[src/rtl/usr_map.vh]
// Constants for the stop-bit and receive status block.
// Assumes inclusion by rtl/usr_core.v only.
`ifndef USR_MAP_VH
`define USR_MAP_VH
`define USR_FSB_RESET 4'hf
`define USR_OS8 2'h0
`define USR_OS16 2'h1
`define USR_OS32 2'h2
`define USR_CLK_HZ 20000000
`define USR_ST_BIT 0
`define USR_AM_BIT 1
`define USR_BR_BIT 2
`define USR_FR_BIT 3
`define USR_PR_BIT 4
`define USR_OV_BIT 5
`define USR_CD_BIT 6
`define USR_ID_BIT 7
`define USR_CM_BIT 8
`define USR_EMPTY_BIT 9
`define USR_FIFO_DEPTH 32
`endif

[src/rtl/usr_core.v]
// Transmit stop-bit timing, receiver sampler and descriptor status writer.
// Assumes rx_i is asynchronous and a descriptor engine drains the status FIFO.
`timescale 1ns/1ns
`default_nettype none
`include "usr_map.vh"

// ==========================================
// Status FIFO
module usr_fifo #(
  parameter W = 26,
  parameter D = 32,
  parameter AW = 5
) (
  input wire clk_i,
  input wire rst_i,
  input wire in_valid_i,
  output wire in_ready_o,
  input wire [W-1:0] in_data_i,
  output wire out_valid_o,
  input wire out_ready_i,
  output wire [W-1:0] out_data_o
);
  reg [W-1:0] mem [0:D-1];
  reg [AW-1:0] wp_q;
  reg [AW-1:0] rp_q;
  reg [AW:0] cnt_q;
  wire wr = in_valid_i && in_ready_o;
  wire rd = out_valid_o && out_ready_i;
  localparam [AW:0] FULL = D;
  assign in_ready_o = (cnt_q != FULL);
  assign out_valid_o = (cnt_q != {(AW+1){1'b0}});
  assign out_data_o = mem[rp_q];
  always @(posedge clk_i)
  begin
    if (wr)
      mem[wp_q] <= in_data_i;
  end
  always @(posedge clk_i or posedge rst_i)
  begin
    if (rst_i)
    begin
      wp_q <= {AW{1'b0}};
      rp_q <= {AW{1'b0}};
      cnt_q <= {(AW+1){1'b0}};
    end
    else
    begin
      if (wr)
        wp_q <= wp_q + 1'b1;
      if (rd)
        rp_q <= rp_q + 1'b1;
      if (wr && !rd)
        cnt_q <= cnt_q + 1'b1;
      else if (rd && !wr)
        cnt_q <= cnt_q - 1'b1;
    end
  end
endmodule // usr_fifo

// Overview of operation
// - 16x: codes 1111..1000 give 16/16..9/16 stop; 0xxx invalid; reset all ones
// - 32x: every code valid, 1111 is 32/32 down to 0000 at 17/32
// - 8x: codes 1111..1100 give 8/8..5/8; lower codes invalid; reset all ones
// - Receiver accepts next start bit once the three middle stop samples are taken
// - Continuous mode keeps empty flag set on close, unless a reception error occurred
// - Close buffer and flag idle closure after programmed count of idle bit times
// - Multidrop address: match flag 0 for second address, 1 for first
// - Break while receiving into a buffer sets its break flag
// - Character without stop bit is last byte, framing flag, new buffer
// - Bad parity character is last byte, parity flag, new buffer
// - Receiver overrun during reception sets overrun flag
// - Carrier detect negated during reception sets carrier lost flag
// - Received octet count written into length exactly once at close
module usr_core (
  // Clock and reset
  input wire ref_clk_i,
  input wire rst_i,
  // Configuration
  input wire [1:0] os_sel_i,
  input wire [3:0] last_stop_fraction_i,
  input wire fsb_load_i,
  input wire continuous_rx_i,
  input wire parity_en_i,
  input wire parity_odd_i,
  input wire multidrop_i,
  input wire [7:0] match_addr_first_i,
  input wire [7:0] match_addr_second_i,
  input wire [7:0] idle_count_limit_i,
  input wire [15:0] max_len_i,
  input wire baud_tick_i,
  // Transmit
  input wire tx_start_i,
  output reg tx_stop_o,
  output reg fsb_invalid_o,
  // Line
  input wire rx_i,
  input wire carrier_n_i,
  // Descriptor status out
  output reg desc_valid_o,
  input wire desc_ready_i,
  output reg [9:0] desc_status_o,
  output reg [15:0] desc_length_o,
  // Received data
  output reg [7:0] rx_data_o,
  output reg rx_data_valid_o,
  input wire rx_data_taken_i
);
  localparam S_IDLE = 2'h0;
  localparam S_DATA = 2'h1;
  localparam S_STOP = 2'h2;

  function [5:0] fsb_len;
    input [1:0] os;
    input [3:0] c;
    begin
      if (os == `USR_OS32)
        fsb_len = {2'h0, c} + 6'd17;
      else if (os == `USR_OS16)
        fsb_len = {3'h0, c[2:0]} + 6'd9;
      else
        fsb_len = {4'h0, c[1:0]} + 6'd5;
    end
  endfunction

  function fsb_bad;
    input [1:0] os;
    input [3:0] c;
    begin
      if (os == `USR_OS16)
        fsb_bad = !c[3];
      else if (os == `USR_OS8)
        fsb_bad = (c[3:2] != 2'h3);
      else
        fsb_bad = 1'b0;
    end
  endfunction

  // ==========================================
  // Synchronisers
  // Third rx stage only marks the falling edge, so a line held low after a break is no start
  reg rx_m_q, rx_s_q, rx_d_q, cd_m_q, cd_s_q;
  always @(posedge ref_clk_i or posedge rst_i)
  begin
    if (rst_i)
    begin
      rx_m_q <= 1'b1;
      rx_s_q <= 1'b1;
      rx_d_q <= 1'b1;
      cd_m_q <= 1'b1;
      cd_s_q <= 1'b1;
    end
    else
    begin
      rx_m_q <= rx_i;
      rx_s_q <= rx_m_q;
      rx_d_q <= rx_s_q;
      cd_m_q <= carrier_n_i;
      cd_s_q <= cd_m_q;
    end
  end

  wire [5:0] os_n = (os_sel_i == `USR_OS32) ? 6'd32 : (os_sel_i == `USR_OS16) ? 6'd16 : 6'd8;
  wire [5:0] os_mid = {1'b0, os_n[5:1]};

  // ==========================================
  // Transmit last stop bit length
  reg [3:0] fsb_q;
  reg [5:0] tx_cnt_q;
  always @(posedge ref_clk_i or posedge rst_i)
  begin
    if (rst_i)
    begin
      fsb_q <= `USR_FSB_RESET;
      tx_cnt_q <= 6'h00;
      tx_stop_o <= 1'b0;
      fsb_invalid_o <= 1'b0;
    end
    else
    begin
      if (fsb_load_i)
        fsb_q <= last_stop_fraction_i;
      fsb_invalid_o <= fsb_bad(os_sel_i, fsb_q);
      if (tx_start_i && !tx_stop_o)
      begin
        tx_stop_o <= 1'b1;
        tx_cnt_q <= fsb_len(os_sel_i, fsb_q);
      end
      else if (tx_stop_o && baud_tick_i)
      begin
        if (tx_cnt_q <= 6'h01)
          tx_stop_o <= 1'b0;
        tx_cnt_q <= tx_cnt_q - 6'h01;
      end
    end
  end

  // ==========================================
  // Receiver and descriptor
  wire fifo_ready;
  reg [1:0] st_q;
  reg [5:0] smp_q;
  reg [3:0] bit_q;
  reg [8:0] sh_q;
  reg [2:0] votes_q;
  reg [7:0] idle_q;
  reg [15:0] len_q;
  reg br_q, ov_q, cd_q, am_q, busy_q, md_on_q;
  reg push_q;
  reg [9:0] push_st_q;
  reg [15:0] push_len_q;
  wire [3:0] nbits = parity_en_i ? 4'd9 : 4'd8;
  wire maj = (votes_q[0] & votes_q[1]) | (votes_q[1] & votes_q[2]) | (votes_q[0] & votes_q[2]);
  // In multidrop the ninth bit flags an address, so no parity is checked
  wire par_bad = parity_en_i && !multidrop_i && ((^sh_q) != parity_odd_i);
  wire ov_now = rx_data_valid_o && !rx_data_taken_i && busy_q;
  wire cd_now = busy_q && cd_s_q;
  wire is_addr = multidrop_i && parity_en_i && sh_q[8];
  wire [7:0] ch = parity_en_i ? sh_q[7:0] : sh_q[8:1];

  task close_desc;
    input fr;
    input pr;
    input idl;
    input ov;
    input [15:0] l;
    reg err;
    begin
      // Events in the closing cycle still belong to this buffer
      err = fr | pr | ov | ov_q | br_q | cd_q | cd_now;
      push_q <= 1'b1;
      push_len_q <= l;
      push_st_q <= 10'h000;
      push_st_q[`USR_FR_BIT] <= fr;
      push_st_q[`USR_PR_BIT] <= pr;
      push_st_q[`USR_ID_BIT] <= idl;
      push_st_q[`USR_BR_BIT] <= br_q;
      push_st_q[`USR_OV_BIT] <= ov_q | ov;
      push_st_q[`USR_CD_BIT] <= cd_q | cd_now;
      push_st_q[`USR_AM_BIT] <= am_q;
      push_st_q[`USR_CM_BIT] <= continuous_rx_i;
      push_st_q[`USR_EMPTY_BIT] <= continuous_rx_i && !err;
      busy_q <= 1'b0;
      len_q <= 16'h0000;
      br_q <= 1'b0;
      ov_q <= 1'b0;
      cd_q <= 1'b0;
    end
  endtask

  always @(posedge ref_clk_i or posedge rst_i)
  begin
    if (rst_i)
    begin
      st_q <= S_IDLE;
      smp_q <= 6'h00;
      bit_q <= 4'h0;
      sh_q <= 9'h000;
      votes_q <= 3'h7;
      idle_q <= 8'h00;
      len_q <= 16'h0000;
      br_q <= 1'b0;
      ov_q <= 1'b0;
      cd_q <= 1'b0;
      am_q <= 1'b0;
      md_on_q <= 1'b0;
      busy_q <= 1'b0;
      push_q <= 1'b0;
      push_st_q <= 10'h000;
      push_len_q <= 16'h0000;
      rx_data_o <= 8'h00;
      rx_data_valid_o <= 1'b0;
    end
    else
    begin
      if (push_q && fifo_ready)
        push_q <= 1'b0;
      if (rx_data_taken_i)
        rx_data_valid_o <= 1'b0;
      if (busy_q && cd_s_q)
        cd_q <= 1'b1;
      if (baud_tick_i)
      begin
        case (st_q)
          S_IDLE:
          begin
            if (!rx_s_q && rx_d_q)
            begin
              st_q <= S_DATA;
              smp_q <= 6'h01;
              bit_q <= 4'h0;
            end
            else if (smp_q == os_n - 6'h01)
            begin
              smp_q <= 6'h00;
              if (busy_q && idle_count_limit_i != 8'h00)
              begin
                if (idle_q + 8'h01 >= idle_count_limit_i && !push_q)
                begin
                  close_desc(1'b0, 1'b0, 1'b1, 1'b0, len_q);
                  idle_q <= 8'h00;
                end
                else
                  idle_q <= idle_q + 8'h01;
              end
            end
            else
              smp_q <= smp_q + 6'h01;
          end
          S_DATA:
          begin
            idle_q <= 8'h00;
            if (smp_q == os_mid - 6'h01)
              votes_q[0] <= rx_s_q;
            if (smp_q == os_mid)
              votes_q[1] <= rx_s_q;
            if (smp_q == os_mid + 6'h01)
              votes_q[2] <= rx_s_q;
            if (smp_q == os_n - 6'h01)
            begin
              smp_q <= 6'h00;
              if (bit_q != 4'h0)
                sh_q <= {maj, sh_q[8:1]};
              if (bit_q == nbits)
                st_q <= S_STOP;
              bit_q <= bit_q + 4'h1;
            end
            else
              smp_q <= smp_q + 6'h01;
          end
          default:
          begin
            if (smp_q == os_mid - 6'h01)
              votes_q[0] <= rx_s_q;
            if (smp_q == os_mid)
              votes_q[1] <= rx_s_q;
            if (smp_q == os_mid + 6'h01)
              votes_q[2] <= rx_s_q;
            smp_q <= smp_q + 6'h01;
            // Decide right after the three middle samples so a short stop still works
            if (smp_q == os_mid + 6'h02)
            begin
              st_q <= S_IDLE;
              smp_q <= 6'h00;
              if (!maj && {parity_en_i & sh_q[8], ch} == 9'h000)
              begin
                if (busy_q)
                  br_q <= 1'b1;
              end
              else if (is_addr)
              begin
                am_q <= (ch == match_addr_first_i);
                // A non-matching address shuts reception off until the next match
                md_on_q <= (ch == match_addr_first_i) || (ch == match_addr_second_i);
              end
              else if (!multidrop_i || md_on_q)
              begin
                if (rx_data_valid_o && !rx_data_taken_i)
                begin
                  if (ov_now)
                    ov_q <= 1'b1;
                end
                else
                begin
                  rx_data_o <= ch;
                  rx_data_valid_o <= 1'b1;
                end
                busy_q <= 1'b1;
                if (!maj || par_bad || len_q + 16'h0001 >= max_len_i)
                begin
                  if (!push_q)
                    close_desc(!maj, par_bad, 1'b0, ov_now, len_q + 16'h0001);
                end
                else
                  len_q <= len_q + 16'h0001;
              end
            end
          end
        endcase
      end
    end
  end

  // ==========================================
  // Output register stage after the FIFO
  wire out_v;
  wire [25:0] out_d;
  wire out_take = out_v && (!desc_valid_o || desc_ready_i);
  usr_fifo #(.W(26), .D(`USR_FIFO_DEPTH), .AW(5)) u_fifo (
    .clk_i(ref_clk_i),
    .rst_i(rst_i),
    .in_valid_i(push_q),
    .in_ready_o(fifo_ready),
    .in_data_i({push_st_q, push_len_q}),
    .out_valid_o(out_v),
    .out_ready_i(out_take),
    .out_data_o(out_d)
  );
  always @(posedge ref_clk_i or posedge rst_i)
  begin
    if (rst_i)
    begin
      desc_valid_o <= 1'b0;
      desc_status_o <= 10'h000;
      desc_length_o <= 16'h0000;
    end
    else if (out_take)
    begin
      desc_valid_o <= 1'b1;
      desc_status_o <= out_d[25:16];
      desc_length_o <= out_d[15:0];
    end
    else if (desc_ready_i)
      desc_valid_o <= 1'b0;
  end
endmodule // usr_core
`default_nettype wire

[config.mk]
export PLATFORM = sky130hd
export DESIGN_NAME = usr_core
export DESIGN_NICKNAME = d
export VERILOG_FILES = /design/src/rtl/usr_core.v
export VERILOG_INCLUDE_DIRS = /design/src /design/src/rtl
export SDC_FILE = /design/constraint.sdc
export NUM_CORES = 1
export LEC_CHECK = 0
export ABC_AREA = 1
export BUFFER_PORTS_ARGS = -buffer_cell sky130_fd_sc_hd__buf_2
export CORE_MARGIN = 3
export CORE_UTILIZATION = 30
export CTS_CLUSTER_DIAMETER = 80
export DETAILED_ROUTE_END_ITERATION = 8
export HOLD_SLACK_MARGIN = 0.1
export PLACE_DENSITY = 0.51
export SLEW_MARGIN = 20
export SYNTH_ARGS = -nofsm -noshare
export SYNTH_HDL_FRONTEND = slang
export SYNTH_HIERARCHICAL = 1
export SYNTH_SLANG_ARGS = --single-unit
[constraint.sdc]
create_clock -name ref_clk_i -period 9.4 [get_ports ref_clk_i]
set_input_delay 0.94 -clock ref_clk_i [delete_from_list [all_inputs] [get_ports ref_clk_i]]
set_output_delay 0.94 -clock ref_clk_i [all_outputs]
set_load 0.01 [all_outputs]
* Word-level counts from Yosys, hierarchy flattened *
Memory sizes are Yosys's and may differ from the RTL's. A register that Yosys moved wholly into a read port is not among the register bits.
Cells that the tools add are included.

storage, ports and cells
  register bits = 124
  memory bits (writable) = 832
  logic and storage cells = 305
  memories kept = 1

memory list
  memory      words  bits a word  read ports  clocked after Yosys merged registers in  write ports  line           text
  u_fifo.mem  32     26           1           1                                        1            usr_core.v:23  reg [W-1:0] mem [0:D-1];

operators by class
  multiplexer cells = 131
  add/sub/neg operators = 16
  order comparisons = 3
  bitwise operators = 23
  reduce and logical (&&, ||, !) cells = 70
  equal/unequal tests = 28

operators by type and width
  cell                                                                number
  16-bit 2-to-1 mux                                                   20
  10-bit 2-to-1 mux                                                   10
  1-bit 2-to-1 mux                                                    67
  16-bit one-hot mux with 2 select lines                              2
  6-bit 2-to-1 mux                                                    9
  8-bit 2-to-1 mux                                                    5
  6-bit equality test                                                 4
  12-bit AND reduction                                                2
  1-bit logical AND                                                   20
  10-bit one-hot mux with 2 select lines                              1
  6-bit by 1-bit subtractor with 6-bit output, second input constant  3
  16-bit by 1-bit adder with 16-bit output, second input constant     1
  8-bit equality test                                                 2
  16-bit greater-or-equal comparator                                  1
  2-bit != test, second input constant                                8
  8-bit one-hot mux with 2 select lines                               1
  2-bit nonzero test                                                  8
  5-bit AND reduction                                                 3
  1-bit bitwise OR                                                    13
  6-bit by 1-bit adder with 6-bit output, second input constant       2
  1-bit zero test                                                     12
  6-bit one-hot mux with 2 select lines                               1
  11-bit AND reduction                                                1
  5-bit by 1-bit adder with 5-bit output, second input constant       2
  41 further kinds                                                    73

* Depth between registers and ports, before layout *
Gate-level depths: netlist of the first run.

  depth after elaboration = 19
  depth in mapped cells = 24

* Hierarchy *
Netlist of the first run, hierarchy kept.

by module, submodules not included
  module    cells each  times used  sequential area each (sq um)  area each (sq um)
  usr_fifo  3354        1           25384.3                       35978.3
  usr_core  1045        1           3343.2                        7860.0

* Least setup slack after synthesis of the first run *
No wires, ideal clock.

  path type = reg2reg
  from = register u_fifo.cnt_q[0]
  to = memory u_fifo.mem[1][0], enable pin
  setup time = 442 ps
  setup slack = 6162 ps
  data required time = 8958 ps
  period minus slack after synthesis = 3238 ps
  arrival time = 2796 ps
  stages on the path, launching flop included = 8
  path through = dfrtp_1 > inv_1 > nand3_1 > inv_1 > nand3b_1 > nand2_1 > buf_2 > nor3_1

on the way
  longest elaborated chain between the ends = 4

RTL lines
  item                                    line            text
  start: declaration                      usr_core.v:26   reg [AW:0] cnt_q;
  start signal: assignment                usr_core.v:44   cnt_q <= {(AW+1){1'b0}};
  start signal: assignment                usr_core.v:53   cnt_q <= cnt_q + 1'b1;
  start signal: assignment                usr_core.v:55   cnt_q <= cnt_q - 1'b1;
  6-bit != test                           usr_core.v:30   assign in_ready_o = (cnt_q != FULL);
  net fifo_ready                          usr_core.v:199  wire fifo_ready;
  1-bit logical AND                       usr_core.v:27   wire wr = in_valid_i && in_ready_o;
  1-bit 2-to-1 mux                        usr_core.v:35   if (wr)
  1-bit 2-to-1 mux (not written as such)  usr_core.v:36   mem[wp_q] <= in_data_i;
  end: declaration                        usr_core.v:23

The timed path passes the listed nets, and every way through them passes these cells.

* Worst setup path after layout of the first run *
  from = register len_q[0]
  to = register push_len_q[6]

on the way
  longest elaborated chain between the ends = 8
  elaborated cells on any way between the ends = 12

RTL lines
  item                                                                        line                            text
  start: declaration                                                          usr_core.v:206                  reg [15:0] len_q;
  start signal: assignment                                                    usr_core.v:374                  len_q <= len_q + 16'h0001;
  16-bit by 1-bit adder with 16-bit output *                                  usr_core.v:368, usr_core.v:371
  branches (longest 7 deep; another with 16-bit greater-or-equal comparator)  -
  end signal: assignment                                                      usr_core.v:269                  push_len_q <= 16'h0000;
  end: declaration                                                            usr_core.v:210                  reg [15:0] push_len_q;

Mark *: on every way between the ends. The select of a mux whose other input is x is not followed.
A chain may end at the register's enable or synchronous reset.

==> metrics.md, run 1 <==
| Metric | Value |
|---|---|
| I/O pin count | `97` |
| WS Path Type | `flop to flop` |
| Routed Antenna Nets | `0` |
| Wirelength per Cell | `19.04 um` |
| Die area | `150800 um2` |
| Initial DRC count | `2419` |
| Asr flop ratio synth | `15.19%` |
| Area growth, synth to finish | `14.38%` |
| Final period util | `between 40% and 50%` |
| Layout cells sized above 1 | `9.069%` |
| Height of the die | `between 300 and 400 um` |
| Sink Count | `981` |
| Placement Rows | `around 140` |
| CTS root buf | `clkbuf_16` |
| Vias per inst | `4.643` |
| Setup WS pre-CTS | `5425 ps` |
| Overflow after GRT | `0` |
| Largest net degree at the start of global routing | `205` |
| Arrival time worst endpoint | `4420 ps` |
| Pleak | `21.08 nW` |
| DR pass1 iterations | `6` |
| Core area | `144400 um2` |
| Worst-path maximum fanout | `33` |
| Commonest non-fill, non-tap cell in the layout | `nand2_1` |
| Slew margin rel. | `24.73%` |
| Initial Util | `30.37%` |
| Yosys warns | `6` |
| Min-Delay Path Class | `input port to flop` |
| Clock buffer depth | `3` |
| Die Width | `about 390 um` |
| PD cells | `282.0 nW/um2` |
| Post-route setup TNS | `0 ps` |
| Largest cells by area after synthesis | `edfxtp_1 57%, nand2_1 13%, dfrtp_1 7.8%` |
| Critical path endpoint category | `flop` |
| Initial antenna violation count | `5` |
| Total vias in the final route | `30250` |
| Placed cells | `6313` |
| Cell count after synthesis | `4399` |
| CP startpoint kind | `flop` |
| Worst slew pin tran | `1123 ps` |
| Post-DP HPWL | `69640 um` |
| Worst-skew pair later-pin latency | `710 ps` |
| Worst setup margin | `~5600 ps` |
| GRT Util Overall | `16.25%` |
| Final count of hold timing violations | `0` |
| Post-synth EDFFs | `832` |
| Register area share after synthesis | `65.53%` |
| First-pass GRT wire length | `between 150000 and 200000 um` |
| CP startpoint | `len_q[0]$_DFFE_PP0P_` |
| Status | `finished, final reports clean` |
| Filler Cell Count | `around 15000` |
| CTS tree | `built` |
| Worst VDD drop | `191.1 uV` |
| Ys flop type | `edfxtp_1` |
| Hold Crit Start | `rx_i` |
| Syn avg cell area | `9.966 um2` |
| Slew Viols, Final | `0` |
| MaxCap Viol Count | `0` |
| Post-CTS resize count | `0` |
| Clock transition at path regs | `60 ps` |
| PortBufs | `96` |
| # hold bufs at CTS | `0` |
| Post-Route WL | `124000 um` |
| Post-CTS setup buffers | `0` |
| H-tree Lvls | `3` |
| Endpoints failing setup | `0` |
| Commonest cells after routing, fill and taps aside | `1495 x nand2_1, 832 x edfxtp_1, 613 x inv_1, 567 x nand3_1, 122 x dfrtp_1` |
| Max Fclk | `261.2 MHz` |
| Yosys reg bits | `981` |
| Distinct cells, synth | `50` |
| Required time of the worst setup path | `roughly 10000 ps` |
| Layout Cells excl Fill | `roughly 6500` |
| RSZ-0062 raised after global routing | `no` |
| Area share of the largest cell type after synthesis | `56.99%` |
| Final Skew | `29.56 ps` |
| Layout Nets | `4629` |
| Min Hold Slack | `about 330 ps` |
| Vias in the first global route | `approximately 29000` |
| Synthesized area | `43840 um2` |
| Drt drc | `0` |
| Pwr Total | `14.14 mW` |
| Dominant cell type by area after synthesis | `edfxtp_1` |
| Minimum clock period | `around 3800 ps` |
| Total CTS buffers | `106` |
| Critical R2R Launch | `len_q[0]$_DFFE_PP0P_` |
| Routability cong. | `between 0.7 and 0.8` |
==> flip-flops by register name (all words and copies together) (netlist names), 4 cells and up <==
register	cells
push_st_q	9
rx_data_o	8
sh_q	9
tx_cnt_q	6
u_fifo/cnt_q	6
len_q	16
u_fifo/rp_q	5
bit_q	4
desc_length_o	16
u_fifo/mem	832
idle_q	8
smp_q	6
push_len_q	16
desc_status_o	10
u_fifo/wp_q	5
fsb_q	4
==> where the power goes <==
group / switching, mW / total (mW) / internal (mW)
Combinational: 3.16 / 4.35 / 1.19
Sequential: 0.412 / 5.69 / 5.28
Clock: 1.75 / 4.10 / 2.36
Total: 5.32 / 14.1 / 8.82
==> area by class of cell <==
class                      instances  area [um2]  share of cell area, %
sequential                       981       28750                  57.34
clock inverter                    46       376.6                 0.7511
timing repair buffer             178        1121                  2.236
antenna                            4       10.01                0.01996
inverter                         629        2381                  4.748
multi-input combinational       2622       12080                  24.09
tap                             1903        2381                  4.748
clock buffer                     153        3042                  6.066
==> cell usage after synthesis, types with 10 or more instances <==
library cell and count:
xor2_1 41, o21ai_0 69, o21ai_1 22, xnor2_1 15, buf_2 100, buf_4 15, nand4_1 12, dfstp_2 12
inv_1 615, o211ai_1 29, a21oi_1 80, nor2_1 114, buf_1 17, nor3_1 44, ha_1 51, dfrtp_1 137
nand3_1 567, edfxtp_1 832, inv_2 10, nand2_1 1497, clkbuf_1 61
==> layer usage <==
layer	vias up	GRT usage [%]	routed length [um]
met5	-	0	18
met4	2	4.347	3166
met3	182	2.523	6647
met2	771	25.82	56220
met1	14720	23.09	57990
li1	14570	-	-
==> worst paths after layout <==
path | to | slack, ps | cells past startpoint
max in group asynchronous | tx_cnt_q[2]$_DFFE_PP0P_ | 7640 | 3
max reg2reg | push_len_q[6]$_DFFE_PP0P_ | 5570 | 23
min in group asynchronous | u_fifo/cnt_q[0]$_DFFE_PP0P_ | 450 | 2
max | push_len_q[6]$_DFFE_PP0P_ | 5570 | 23
min reg2reg | rx_s_q$_DFF_PP1_ | 360 | 0
min | rx_m_q$_DFF_PP1_ | 330 | 1
==> kinds of logic after synthesis <==
logic type / Yosys count / share of synthesized area (%)
compound gates: 225 / 2.920
xor+xnor: 56 / 1.119
fa+ha+maj: 52 / 1.501
buf+inv: 827 / 7.581
flops: 981 / 65.53
other cells: 1 / 0.008554
simple gates: 2257 / 21.34
==> critical path, cell delays in order, from the launching register on <==
cell and delay, ps:
dfrtp_1 600, ha_1 260, nand3_1 170, inv_1 130, nand3_1 160, nor2_1 130
nand2_1 50, nand2_1 60, inv_1 50, ha_1 260, nand2_1 60, inv_1 40
nand3_1 120, a21oi_1 60, nor2_1 90, nand2_1 60, nor2_1 130, nand3_1 260
nand2_1 180, nand2_2 240, nand2_4 400, nand2_1 90, nand2_1 70, inv_1 40
==> per-stage QoR <==
step           utilization, %  instance area, um2
2_1_floorplan               -               43950
3_3_place_gp            32.34               46690
3_5_place_dp            32.35               46700
4_1_cts                 34.72               50120
5_1_grt                 34.73               50140
6_report                34.74               50140
Note: power is estimated with default switching activity, not from simulation.
==> run 2: changes to the inputs <==
- clock period: 9.4 -> 3.71 ns (I/O delays scaled with it)
==> run 2 against run 1 <==
Effect of this change:
- non-clock buffer count increased by 58
- hold slack got worse by 170 ps
- register-to-register slack got worse by 5100 ps
- critical path type unchanged
==> metrics.md, run 2 (same netlist as run 1, synthesis figures left out) <==
| Metric | Value |
|---|---|
| Critical path endpoint category | `flop` |
| Arrival time worst endpoint | `3870 ps` |
| Worst-path maximum fanout | `33` |
| Die Width | `approximately 390 um` |
| CTS root buf | `clkbuf_16` |
| Final period util | `87.69%` |
| Post-route setup TNS | `0 ps` |
| H-tree Lvls | `3` |
| Post-DP HPWL | `72340 um` |
| Required time of the worst setup path | `4330 ps` |
| Most used cell, CP | `nand2_1` |
| Final Skew | `between 50 and 60 ps` |
| Placed cells | `roughly 6300` |
| Post-CTS resize count | `0` |
| Routed Antenna Nets | `0` |
| Core area | `144400 um2` |
| MaxCap Viol Count | `0` |
| Clock transition at path regs | `60 ps` |
| Buf+Inv Stages, Crit Path | `4` |
| Area growth, synth to finish | `16.03%` |
| Sequential share of power | `39.7%` |
| PD cells | `714.3 nW/um2` |
| Clock share of power | `about 29%` |
| Minimum clock period | `3253 ps` |
| Pleak | `~21 nW` |
| Routability cong. | `0.8169` |
| CP max stage delay | `430 ps` |
| PortBufs | `between 90 and 100` |
| GRT Util Overall | `16.56%` |
| Height of the die | `388.3 um` |
| Placement Rows | `139` |
| WS Path Type | `flop to flop` |
| Comb pwr share | `between 30 and 40%` |
| Initial antenna violation count | `7` |
| Commonest cells after routing, fill and taps aside | `1495 x nand2_1, 832 x edfxtp_1, 613 x inv_1, 567 x nand3_1, 126 x dfrtp_1` |
| Largest net degree at the start of global routing | `214` |
| Max Fclk | `307.4 MHz` |
| Clock buffer depth | `3` |
| Endpoints failing setup | `0` |
| Slew margin rel. | `16.90%` |
| P_int | `22.66 mW` |
| Slew Viols, Final | `0` |
| Initial Util | `30.37%` |
| CP startpoint kind | `flop` |
| I/O pin count | `97` |
| Top reg by flops | `u_fifo/mem` |
| Sink Count | `981` |
| Commonest non-fill, non-tap cell in the layout | `nand2_1` |
| Sw frac | `approximately 38%` |
| Die area | `around 150000 um2` |
| Total CTS buffers | `around 110` |
| Layout Nets | `4688` |
| Layout cells sized above 1 | `under 10%` |
| Worst slew pin tran | `1246 ps` |
| CP max stage cell | `dfrtp_1` |
| Min-Delay Path Class | `input port to flop` |
| Vias per inst | `between 4 and 5` |
| P_sw | `13.68 mW` |
| Worst VDD drop | `1197 uV` |
| DR pass1 iterations | `7` |
| First-pass GRT wire length | `190600 um` |
| Wirelength per Cell | `19.13 um` |
| Initial DRC count | `approximately 2400` |
| CTS tree | `built` |
| Post-Route WL | `125800 um` |
| Pwr Total | `36.34 mW` |
| Drt drc | `0` |
| Vias in the first global route | `a little under 30000` |
| Overflow after GRT | `0` |
| Worst-skew pair later-pin latency | `around 740 ps` |
| CP cell instances | `ha_1 -> nand3_1 -> inv_1 -> nand3_1 -> nor2_1 -> nand2_1 -> nand2_1 -> inv_1 -> ha_1 -> nand2_1 -> inv_1 -> nand3_1 -> a21oi_1 -> nor2_1 -> nand2_1 -> nor2_1 -> nand3_1 -> nand2_1 -> nand2_2 -> nand2_4 -> nand2_1 -> nand2_1 -> inv_1` |
| Layout Cells excl Fill | `6576` |
| Final count of hold timing violations | `0` |
| Status | `finished, final reports clean` |
| Cell family with most CP delay | `simple AND/OR/NAND/NOR gates` |
| RSZ-0062 raised after global routing | `no` |
| Max reg flops | `832` |
| Total vias in the final route | `roughly 30000` |
run 2: cell types whose count changed in the layout (fill, tap and decap cells not counted), sizes merged, moves of 3 or more:
| cell | before | now |
|---|---|---|
| buf | 178 | 211 |
| bufinv | 4 | 7 |
| clkbuf | 153 | 149 |
| clkinv | 40 | 46 |
| diode | 4 | 1 |
| dlygate4sd3 | 0 | 25 |
run 2: final timing paths:
check / cells after the start / start / slack (ps) / to
setup reg to reg: 23 / len_q[1]$_DFFE_PP0P_ / 460 / push_len_q[8]$_DFFE_PP0P_
min in group asynchronous: 3 / rst_i / 440 / smp_q[1]$_DFFE_PP0P_
hold / removal: 5 / match_addr_first_i[2] / 160 / am_q$_DFFE_PP0P_
max in group asynchronous: 5 / rst_i / 2260 / push_st_q[7]$_DFFE_PP0P_
hold reg to reg: 0 / rx_m_q$_DFF_PP1_ / 360 / rx_s_q$_DFF_PP1_
setup / recovery: 23 / len_q[1]$_DFFE_PP0P_ / 460 / push_len_q[8]$_DFFE_PP0P_
run 2: cell type report:
class                           instances  area [um2]
Antenna cell                            1       2.502
Clock buffer                          149        2945
Clock inverter                         55       584.3
Fill cell                           14490       93490
Inverter                              629        2380
Multi-Input combinational cell       2622       12070
Sequential cell                       981       28750
Tap cell                             1903        2381
Timing Repair Buffer                  236        1757
run 2: per-stage QoR:
step                setup WS [ps]  hold WS, ps  utilization (%)  area (um2)
global route                84.33        177.7            35.24       50870
floorplan                   472.4        284.7                -       43960
detailed placement          472.1        350.0            32.61       47070
global placement            524.1        346.8            32.61       47070
CTS                         457.5        103.5            35.23       50850
finish                      456.6        155.8            35.24       50870
run 2: power groups by stage:
stage / sequential [mW] / clock, mW / combinational, mW
2_1_floorplan: 14.4 / 0 / 7.31
3_3_place_gp: 14.6 / 0 / 11.3
3_5_place_dp: 14.6 / 0 / 11.4
4_1_cts: 14.4 / 10.9 / 11.4
5_1_grt: 14.5 / 11.3 / 12.7
6_report: 14.4 / 10.6 / 11.3
run 2: per-layer routing:
layer	GRT usage [%]	vias up	share of wire [%]
met5	0	-	0.033
met4	3.700	6	2.1
met3	2.437	184	5.1
met2	26.75	762	46
met1	23.53	14820	47
li1	-	14680	-
run 2: what timing repair did:
| item | CTS | global route |
|---|---|---|
| buffers inserted | 0 | 0 |
| hold buffers | 25 | 0 |
| setup endpoints to repair | 0 | 0 |
| endpoints found under the hold margin | 65 | 0 |
run 2: worst min-delay path: cells and delay by family:
family,cells,cell delay (ps)
buf+inv,1,80
xor+xnor,1,60
simple gates,2,210
compound gates,1,80
